## config.mk

```make
export PLATFORM = sky130hd
export DESIGN_NAME = uiic_top
export DESIGN_NICKNAME = d
export VERILOG_FILES = /design/src/hdl/uiic_pkg.sv /design/src/hdl/uiic_top.sv
export SDC_FILE = /design/constraint.sdc
export NUM_CORES = 1
export LEC_CHECK = 0
export BUFFER_PORTS_ARGS = -buffer_cell sky130_fd_sc_hd__clkbuf_2
export CELL_PAD_IN_SITES_DETAIL_PLACEMENT = 0
export CELL_PAD_IN_SITES_GLOBAL_PLACEMENT = 1
export CORE_ASPECT_RATIO = 1.75
export CORE_UTILIZATION = 34
export DETAILED_ROUTE_END_ITERATION = 7
export PLACE_DENSITY = 0.91
export SYNTH_ARGS = -nofsm -noshare
export SYNTH_HDL_FRONTEND = slang
export SYNTH_SLANG_ARGS = --single-unit
```

## constraint.sdc

```tcl
create_clock -name core_clk -period 3.5 [get_ports core_clk]
set_input_delay 0.875 -clock core_clk [delete_from_list [all_inputs] [get_ports core_clk]]
set_output_delay 0.875 -clock core_clk [all_outputs]
set_load 0.1 [all_outputs]
```

## src/hdl/uiic_pkg.sv

```systemverilog
package uiic_pkg;
   // register byte offsets
   localparam logic [5:0] UIIC_OFS_IER     = 6'h04;
   localparam logic [5:0] UIIC_OFS_IDENT   = 6'h08;
   localparam logic [5:0] UIIC_OFS_RAWPEND = 6'h20;

   // reset values
   localparam logic [7:0] UIIC_IDENT_RESET = 8'h01;
   localparam logic [3:0] UIIC_IER_RESET   = 4'h0;
   localparam logic [1:0] UIIC_TRIG_RESET  = 2'h0;

   // field positions
   localparam int UIIC_FC_EN      = 0;
   localparam int UIIC_FC_RXFL    = 1;
   localparam int UIIC_FC_TXFL    = 2;
   localparam int UIIC_FC_TRIG_LO = 6;
   localparam int UIIC_IE_RDA     = 0;
   localparam int UIIC_IE_THRE    = 1;
   localparam int UIIC_IE_RLS     = 2;
   localparam int UIIC_IE_MSR     = 3;

   // pending source codes, bits 3:1 of the ident register
   localparam logic [2:0] UIIC_CODE_RLS  = 3'h3;
   localparam logic [2:0] UIIC_CODE_RDA  = 3'h2;
   localparam logic [2:0] UIIC_CODE_TO   = 3'h6;
   localparam logic [2:0] UIIC_CODE_THRE = 3'h1;
   localparam logic [2:0] UIIC_CODE_MSR  = 3'h0;

   // receive trigger levels in bytes
   localparam logic [4:0] UIIC_TRIG_L0 = 5'h01;
   localparam logic [4:0] UIIC_TRIG_L1 = 5'h04;
   localparam logic [4:0] UIIC_TRIG_L2 = 5'h08;
   localparam logic [4:0] UIIC_TRIG_L3 = 5'h0E;

   // character timeout counts
   localparam logic [4:0] UIIC_OVERSAMPLE    = 5'h10;
   localparam logic [2:0] UIIC_TIMEOUT_CHARS = 3'h4;

   typedef enum logic [0:0] {
      UIIC_BUS_IDLE = 1'b0,
      UIIC_BUS_ACK  = 1'b1
   } uiic_bus_type;
endpackage : uiic_pkg

```

## src/hdl/uiic_top.sv

```systemverilog
// Local design decision: register access over Avalon-MM.
`timescale 1ns/1ps
module uiic_top
   import uiic_pkg::*;
#(
   parameter int FIFO_DEPTH_BITS = 5
) (
   input  wire logic                       core_clk,
   input  wire logic                       srst,
   // avalon-mm slave
   input  wire logic [5:0]                 avs_address,
   input  wire logic                       avs_read,
   input  wire logic                       avs_write,
   input  wire logic [31:0]                avs_writedata,
   input  wire logic [3:0]                 avs_byteenable,
   output logic      [31:0]                avs_readdata,
   output logic                            avs_waitrequest,
   // events from the rest of the port
   input  wire logic                       overrun_err,
   input  wire logic                       parity_err,
   input  wire logic                       framing_err,
   input  wire logic                       break_det,
   input  wire logic                       line_status_reg_read,
   input  wire logic                       receive_buffer_read,
   input  wire logic                       rx_push,
   input  wire logic [FIFO_DEPTH_BITS-1:0] rx_count,
   input  wire logic                       tx_empty_event,
   input  wire logic                       transmit_holding_write,
   input  wire logic                       modem_change,
   input  wire logic                       modem_status_reg_read,
   input  wire logic                       baud_tick,
   input  wire logic [3:0]                 frame_bits,
   // to the fifos and the interrupt line
   output logic                            fifo_enable_bit,
   output logic      [1:0]                 rx_trigger_select,
   output logic                            tx_fifo_flush,
   output logic                            rx_fifo_flush,
   output logic                            serial_irq_out
);

   typedef struct packed {
      uiic_bus_type bus;
      logic [31:0]  rdata;
      logic [7:0]   ident_snap;
      logic [3:0]   interrupt_enable_reg;
      logic         fen;
      logic [1:0]   trig;
      logic         txfl;
      logic         rxfl;
      logic         rls_pend;
      logic         thre_pend;
      logic         msr_pend;
      logic         to_pend;
      logic [8:0]   baud_cnt;
      logic [2:0]   char_cnt;
      logic         irq;
   } uiic_state_type;

   uiic_state_type st;
   uiic_state_type next_st;

   function automatic logic [4:0] trig_bytes(input logic [1:0] sel);
      case (sel)
         2'h0:    trig_bytes = UIIC_TRIG_L0;
         2'h1:    trig_bytes = UIIC_TRIG_L1;
         2'h2:    trig_bytes = UIIC_TRIG_L2;
         default: trig_bytes = UIIC_TRIG_L3;
      endcase
   endfunction : trig_bytes

   // ident value from gated pending flags, highest priority first
   function automatic logic [7:0] ident_value(
      input logic fen,
      input logic rls,
      input logic rda,
      input logic tmo,
      input logic thre,
      input logic modem_status_reg
   );
      logic [2:0] code;
      logic       none;
      code = 3'h0;
      none = 1'b0;
      if (rls) begin
         code = UIIC_CODE_RLS;
      end else if (rda) begin
         code = UIIC_CODE_RDA;
      end else if (tmo) begin
         code = UIIC_CODE_TO;
      end else if (thre) begin
         code = UIIC_CODE_THRE;
      end else if (modem_status_reg) begin
         code = UIIC_CODE_MSR;
      end else begin
         none = 1'b1;
      end
      ident_value = {{2{fen}}, 2'h0, code, none};
   endfunction : ident_value

   logic             req;
   logic             wr_lo;
   logic [7:0]       wbyte;
   logic [4:0]       rx_level;
   logic             rda_raw;
   logic             en_rls;
   logic             en_rda;
   logic             en_to;
   logic             en_thre;
   logic             en_msr;
   logic [7:0]       ident_now;
   logic [8:0]       char_len;
   logic             rx_traffic;
   logic             any_err;
   logic [4:0]       rx_count_w;

   assign req             = avs_read | avs_write;
   assign wr_lo           = avs_write & avs_byteenable[0];
   assign wbyte           = avs_writedata[7:0];
   assign avs_waitrequest = (st.bus != UIIC_BUS_ACK);
   assign avs_readdata    = st.rdata;

   assign fifo_enable_bit   = st.fen;
   assign rx_trigger_select = st.trig;
   assign tx_fifo_flush     = st.txfl;
   assign rx_fifo_flush     = st.rxfl;
   assign serial_irq_out    = st.irq;

   always_comb begin
      rx_count_w = 5'(rx_count);
      rx_level   = trig_bytes(st.trig);
      // data available: any byte without fifo, trigger level with fifo
      rda_raw    = st.fen ? (rx_count_w >= rx_level) : (rx_count_w != 5'h00);
      en_rda     = rda_raw & st.interrupt_enable_reg[UIIC_IE_RDA];
      en_to      = st.to_pend & st.interrupt_enable_reg[UIIC_IE_RDA];
      en_thre    = st.thre_pend & st.interrupt_enable_reg[UIIC_IE_THRE];
      en_rls     = st.rls_pend & st.interrupt_enable_reg[UIIC_IE_RLS];
      en_msr     = st.msr_pend & st.interrupt_enable_reg[UIIC_IE_MSR];
      ident_now  = ident_value(st.fen, en_rls, en_rda, en_to, en_thre, en_msr);
      char_len   = 9'(frame_bits) * 9'(UIIC_OVERSAMPLE);
      rx_traffic = rx_push | receive_buffer_read | st.rxfl;
      any_err    = overrun_err | parity_err | framing_err | break_det;
   end

   always_comb begin
      next_st      = st;
      next_st.txfl = 1'b0;
      next_st.rxfl = 1'b0;

      // sticky sources: a set in the clearing cycle wins
      if (line_status_reg_read) begin
         next_st.rls_pend = 1'b0;
      end
      if (any_err) begin
         next_st.rls_pend = 1'b1;
      end
      if (modem_status_reg_read) begin
         next_st.msr_pend = 1'b0;
      end
      if (modem_change) begin
         next_st.msr_pend = 1'b1;
      end
      if (transmit_holding_write) begin
         next_st.thre_pend = 1'b0;
      end

      // character timeout: counts only with bytes waiting in fifo mode
      if (rx_traffic || !st.fen || rx_count_w == 5'h00) begin
         next_st.baud_cnt = 9'h000;
         next_st.char_cnt = 3'h0;
      end else if (baud_tick && st.char_cnt != UIIC_TIMEOUT_CHARS) begin
         if (st.baud_cnt + 9'h001 >= char_len) begin
            next_st.baud_cnt = 9'h000;
            next_st.char_cnt = st.char_cnt + 3'h1;
         end else begin
            next_st.baud_cnt = st.baud_cnt + 9'h001;
         end
      end
      if (receive_buffer_read || !st.fen || st.rxfl) begin
         next_st.to_pend = 1'b0;
      end
      if (st.fen && rx_count_w != 5'h00 && st.char_cnt == UIIC_TIMEOUT_CHARS
          && !rx_traffic) begin
         next_st.to_pend = 1'b1;
      end

      case (st.bus)
         UIIC_BUS_IDLE: begin
            if (req) begin
               next_st.bus = UIIC_BUS_ACK;
               // snapshot held until the access completes
               next_st.ident_snap = ident_now;
               case (avs_address)
                  UIIC_OFS_IER: begin
                     next_st.rdata = {28'h0, st.interrupt_enable_reg};
                  end
                  UIIC_OFS_IDENT: begin
                     next_st.rdata = {24'h0, ident_now};
                  end
                  UIIC_OFS_RAWPEND: begin
                     next_st.rdata = {27'h0, st.msr_pend, st.thre_pend, st.to_pend,
                                      rda_raw, st.rls_pend};
                  end
                  default: begin
                     next_st.rdata = 32'h0;
                  end
               endcase
               if (!avs_read) begin
                  next_st.rdata = 32'h0;
               end
            end
         end
         UIIC_BUS_ACK: begin
            next_st.bus = UIIC_BUS_IDLE;
            if (avs_read && avs_address == UIIC_OFS_IDENT
                && st.ident_snap[3:0] == {UIIC_CODE_THRE, 1'b0}
                && !tx_empty_event) begin
               next_st.thre_pend = 1'b0;
            end
            if (wr_lo && avs_address == UIIC_OFS_IER) begin
               next_st.interrupt_enable_reg = wbyte[3:0];
            end
            if (wr_lo && avs_address == UIIC_OFS_IDENT) begin
               next_st.fen = wbyte[UIIC_FC_EN];
               if (wbyte[UIIC_FC_EN] != st.fen) begin
                  next_st.txfl = 1'b1;
                  next_st.rxfl = 1'b1;
               end
               // other bits only take effect alongside the enable bit
               if (wbyte[UIIC_FC_EN]) begin
                  next_st.trig = wbyte[UIIC_FC_TRIG_LO +: 2];
                  if (wbyte[UIIC_FC_TXFL]) begin
                     next_st.txfl = 1'b1;
                  end
                  if (wbyte[UIIC_FC_RXFL]) begin
                     next_st.rxfl = 1'b1;
                  end
               end
            end
         end
         default: begin
            next_st.bus = UIIC_BUS_IDLE;
         end
      endcase

      if (tx_empty_event) begin
         next_st.thre_pend = 1'b1;
      end

      next_st.irq = en_rls | en_rda | en_to | en_thre | en_msr;
   end

   always_ff @(posedge core_clk) begin
      if (srst) begin
         st            <= '0;
         st.bus        <= UIIC_BUS_IDLE;
         st.ident_snap <= UIIC_IDENT_RESET;
         st.interrupt_enable_reg        <= UIIC_IER_RESET;
         st.trig       <= UIIC_TRIG_RESET;
      end else begin
         st <= next_st;
      end
   end

endmodule : uiic_top

```

# Word-level counts from Yosys, hierarchy flattened
# Cells that the tools add are included.
[totals] in_bits=67 out_inout_bits=39 register_bits=64 elab_cells=105
[op_classes] n_bitwise=18 n_reduce_logical=29 n_eq_ne=9 magnitude_cmp=2 add_sub_neg=2 mux=30
[op_table] cell="$mux W41" n=1
[op_table] cell="$pmux W8 S3" n=1
[op_table] cell="$mux W1" n=19
[op_table] cell="$pmux W4 S3" n=1
[op_table] cell="$or A1 B1 Y1" n=10
[op_table] cell="$add A9 B1 Y9 const B" n=1
[op_table] cell="$ge A9 B8 Y1" n=1
[op_table] cell="$logic_and A1 B1 Y1" n=9
[op_table] cell="$mux W3" n=3
[op_table] cell="$mux W9" n=1
[op_table] cell="$mux W8" n=1
[op_table] cell="$reduce_and A2 Y1" n=4
[op_table] cell="$and A1 B1 Y1" n=6
[op_table] cell="$eq A6 B3 Y1 const B" n=1
[op_table] cell="$eq A6 B4 Y1 const B" n=1
[op_table] cell="$eq A6 B6 Y1 const B" n=1
[op_table] cell="$reduce_bool A2 Y1" n=3
[op_table] cell="$ge A5 B5 Y1" n=1
[op_table] cell="$logic_not A5 Y1" n=1
[op_table] cell="$reduce_bool A5 Y1" n=1
[op_table] cell="$eq A4 B2 Y1 const B" n=1
[op_table] cell="$logic_or A1 B1 Y1" n=4
[op_table] cell="$mux W2" n=2
[op_table] cell="$add A3 B1 Y3 const B" n=1
[op_table] cell="other kinds (12)" n=15

# Longest topological paths before layout
[logic_depth] ltp_word=11 depth_mapped=10 ltp_nobuf=9

# Worst setup path after synthesis
# Ideal clock, no wire load.
[synth_timing] path_type="input port to flip-flop" startpoint="input rx_count[3]" endpoint="register st, in the netlist avs_readdata[0]" path_slack_ns=1.009 path_buffers=0 t_required_ns=3.414 cell_stages=6 setup_ns=0.086 arrival_time_ns=2.405 cell_sequence="ha_1 > or4b_1 > o31a_1 > and2_4 > a211o_1 > a221oi_2"
[synth_via] elab_chain_len=7 word_cells_on_any_way=8 cone_classes="order compare: 1; mux: 5; bitwise: 1; reduce/logical: 1"
[synth_lines] item="start, declared" line_no="uiic_top.sv:26" text="input wire logic [FIFO_DEPTH_BITS-1:0] rx_count,"
[synth_lines] item="$ge A5 B5 Y1 or $reduce_bool A5 Y1 (tied branches)" line_no="uiic_top.sv:132" text="rda_raw = st.fen ? (rx_count_w >= rx_level) : (rx_count_w != 5'h00);"
[synth_lines] item="$mux W1 (*)" line_no="uiic_top.sv:132"
[synth_lines] item="$and A1 B1 Y1 (*)" line_no="uiic_top.sv:133" text="en_rda = rda_raw & st.interrupt_enable_reg[UIIC_IE_RDA];"
[synth_lines] item="$mux W1 (*)" line_no="uiic_top.sv:86" text="end else if (rda) begin"
[synth_lines] item="$mux W1 (*)" line_no="uiic_top.sv:84" text="if (rls) begin"
[synth_lines] item="$pmux W8 S3 (*)" line_no="uiic_top.sv:192" text="case (avs_address)"
[synth_lines] item="$mux W8 (*)" line_no="uiic_top.sv:207" text="if (!avs_read) begin"
[synth_lines] item="end signal, assigned" line_no="uiic_top.sv:260" text="st <= next_st;"
[synth_lines] item="end, declared" line_no="uiic_top.sv:59" text="uiic_state_type st;"
# Mark *: on every way between the ends. The rest lies on a longest branch, timed or not.
# A chain may end at the register's enable or synchronous reset.

# Final worst setup path
[layout_timing] startpoint="register st[4] in the netlist's numbering" endpoint="register st[2] in the netlist's numbering"
[layout_via] elab_chain_len=3
[layout_lines] item="$add A9 B1 Y9" line_no="uiic_top.sv:171" text="if (st.baud_cnt + 9'h001 >= char_len) begin"
[layout_lines] item="$ge A9 B8 Y1" line_no="uiic_top.sv:171"
[layout_lines] item="$reduce_and A2 Y1 (no line)"
# Every way passes these cells.

==> summary.md <==
| Metric | Value |
|---|---|
| H-tree depth | `2` |
| Die ar. | `roughly 7500 um^2` |
| Worst-path cell chain | `ha_1 > nand3_2 > or3_1 > nand2_1 > ha_1 > nand2_1 > a2bb2oi_1 > a31oi_1 > mux2i_1` |
| CTS Buffer Depth | `2` |
| Setup TNS | `0 ns` |
| Top-area cell type share of the netlist area | `30.33%` |
| IO Pins | `roughly 110` |
| Worst setup path startpoint | `st[4]$_SDFFE_PP0P_` |
| Max_slew headroom | `between 50% and 60%` |
| Critical Path Max Stage Delay | `about 0.51 ns` |
| Initial DRC count | `approximately 120` |
| Starting density of the core | `a little over a third` |
| Crit path max-delay family | `compound AO/OA/AOI/OAI gates` |
| Die height | `between 100 and 150 um` |
| RSZ-0062 raised after global routing | `no` |
| Leak pwr | `between 1 and 1.5 nW` |
| Clock-pin slew on the worst setup and hold paths | `roughly 0.060 ns` |
| Worst Tran Pin Value | `0.6503 ns` |
| Sequential area share after synthesis | `30.33%` |
| Most common cell in the synthesized netlist | `dfxtp_1` |
| Gate power share | `roughly 17%` |
| Post-Synth Simple-Gate Area | `approximately a quarter` |
| Share of cells above drive strength 1 | `between 20 and 25%` |
| WP data arrival | `between 2 and 3 ns` |
| Worst-Skew Late Latency | `approximately 0.28 ns` |
| Mapped Cells | `~300` |
| Fillcell total | `717` |
| Worst hold slack | `between 0.4 and 0.5 ns` |
| Cell Area, Synth | `about 2400 um^2` |
| Area contributors post-synth | `dfxtp_1 30%, buf_4 10%, ha_1 6.1%, nand2_1 5.1%, a21oi_1 3.5%` |
| DRC Markers | `0` |
| Most Crowded Layer GR | `met2` |
| Resized Gates After CTS | `0` |
| GR Util met3 | `~2.5%` |
| Port-buffer cells | `51` |
| Int Power | `just under 900 uW` |
| Hold Startpoint | `avs_readdata[4]$_SDFFE_PP0P_` |
| Largest net degree at the start of global routing | `24` |
| Adder-Cell Fraction of Synth Area | `~6%` |
| Async set-reset flop share out of synthesis | `0%` |
| MaxCap Viol Count | `0` |
| Reg area | `around 740 um^2` |
| Setup crit end kind | `flip-flop` |
| Fmax | `~360 MHz` |
| CP Buf/Inv Count | `0` |
| Syn avg cell area | `8.168 um^2` |
| CTS sink count | `37` |
| Setup violators final | `0` |
| Crit-path slowest cell | `a2bb2oi_1` |
| Std cell rows | `40` |
| Via density per instance | `between 5 and 6` |
| Post-Synth XOR/XNOR Area | `under 10%` |
| Crit Path Max Fanout | `7` |
| Peak VDD IR | `~230 uV` |
| Vias in the first global route | `between 2k and 2.5k` |
| Drt pass-1 iters | `4` |
| Outcome | `completed` |
| Reg-to-reg critical path startpoint | `st[4]$_SDFFE_PP0P_` |
| Cts hold-fix bufs | `0` |
| Num CTS Buffers | `5` |
| Vias | `between 2k and 2.5k` |
| Min Clock Period, post-route | `2.760 ns` |
| Met2 Use GR | `between 30% and 40%` |
| Dpl cells | `about 420` |
| Area leader, netlist | `dfxtp_1` |
| Diodes inserted | `0` |
| Fin nets | `between 400 and 500` |
| CTS tree | `done` |
| Compound-gate portion of the synthesized area | `around 19%` |
| CTS Root Cell | `clkbuf_16` |
| Post-place instance area | `2651 um^2` |
| Initial antenna violation count | `0` |
| DRT antenna net count | `0` |
| EDFF count, synth | `0` |
| Post-Route WL | `between 5000 and 6000 um` |
| First-pass GRT wire length | `approximately 10000 um` |
| Clock power share | `between 40 and 50%` |
| Yosys cell types | `between 50 and 60` |
| Kind of critical path | `reg -> reg` |
| Dpl hpwl | `4651 um` |
| Layout Skew | `around 0.0035 ns` |
| GRT Residual Overflow | `0` |
| Synth top cells by count | `37 x dfxtp_1, 34 x buf_4, 33 x nand2_1` |
| Largest family of logic cells by synthesized area | `simple AND/OR/NAND/NOR gates` |
| Register-to-Register Setup Slack | `around 0.74 ns` |
| RePlAce Congestion | `slightly above 0.8` |
| Design area | `2841 um^2` |
| Switch Pwr | `347.2 uW` |
| Hold Vio Cnt, Final | `0` |
| Fin cells | `between 400 and 500` |
| Area growth, synth to finish | `16.34%` |
| Period utilisation layout | `between 70% and 80%` |
| Total global-route track usage | `between 10% and 20%` |
| Critical Path Source Type | `flip-flop` |
| Postcts setup bufs | `0` |
| Flops & latches, synth | `37` |
| Die width | `~66 um` |
| Mux contribution to synthesized area | `2.869%` |
| Per-cell routed wire length | `13.94 um` |
| Flop pwr share | `around 36%` |
| Yosys warns | `0` |
| CORE AREA | `about 7000 um^2` |
| Max-slew violation count | `0` |
| Met1 Usage GRT | `15.34%` |
| Worst EP required | `3.65 ns` |
| Switch share | `around 29%` |
| Pwr per Cell Area | `between 400 and 500 nW/um^2` |
| Multi-input combinational cell area | `1441 um^2` |
| Worst Hold Class | `reg -> reg` |
| Top FF cell, synth | `dfxtp_1` |
## sequential cells by signal, indices dropped and copies added (netlist names)
name,flops
st,25
avs_readdata,6
rx_trigger_select,2
fifo_enable_bit,1
rx_fifo_flush,1
serial_irq_out,1
tx_fifo_flush,1
## final cells by class
| cell class | count | area share [%] |
|---|---|---|
| clock buffers | 5 | 4.403 |
| inverters | 15 | 1.982 |
| flip-flops and latches | 37 | 26.07 |
| repair buffers | 58 | 10.83 |
| clock inverters | 3 | 2.290 |
| multi-input cells | 228 | 50.73 |
| well taps | 84 | 3.699 |
## placed cells by master (no fill, tap or decap), types with 12 or more instances in the layout
cell,netlist,routed
conb_1,1,25
dfxtp_1,37,37
clkbuf_2,0,51
nand2_1,33,33
nor2_1,19,19
o21ai_0,12,12
inv_1,15,15
a21oi_1,17,17
ha_1,12,12
nand3_1,12,12
## tightest hold or removal path, stage by stage, from the launching register on
cell	delay, ns
dfxtp_1	0.31
nand2_1	0.05
a21oi_1	0.05
## through the flow
| stage | setup WS [ns] | total power, mW | utilization (%) |
|---|---|---|---|
| global placement | 0.7802 | 0.6395 | 38.39 |
| finish | 0.7396 | 1.215 | 41.14 |
| floorplan | 1.009 | 0.6207 | - |
| detailed placement | 0.7596 | 0.6420 | 38.39 |
| global route | 0.4524 | 1.255 | 41.14 |
| CTS | 0.7346 | 1.225 | 41.14 |
## power by group through the flow
stage / clock, mW / combinational (mW) / sequential, mW
after floorplan: 0 / 0.181 / 0.440
after global placement: 0 / 0.198 / 0.442
after detailed placement: 0 / 0.200 / 0.442
after CTS: 0.592 / 0.201 / 0.433
after global routing: 0.610 / 0.212 / 0.433
final: 0.581 / 0.201 / 0.433
## logic make-up after synthesis
| logic type | after synthesis |
|---|---|
| compound gates | 69 |
| buf+inv | 58 |
| mux | 7 |
| other cells | 1 |
| fa+ha+maj | 12 |
| flops | 37 |
| xor+xnor | 4 |
| simple gates | 111 |
## per-layer routing
layer  share of wire (%)  wire length, um
met3                 4.0              237
met2                  56             3352
met4                 3.1              186
met1                  37             2219
met5                   0                0
## path summary, 6_finish.rpt
check | endpoint | depth (start not counted)
worst max-delay path | st[2]$_SDFFE_PP0P_ | 9
worst min-delay path | avs_readdata[4]$_SDFFE_PP0P_ | 2
worst max register to register | st[2]$_SDFFE_PP0P_ | 9
worst min register to register | avs_readdata[4]$_SDFFE_PP0P_ | 2
No activity file was read; power rests on OpenSTA's default activity.
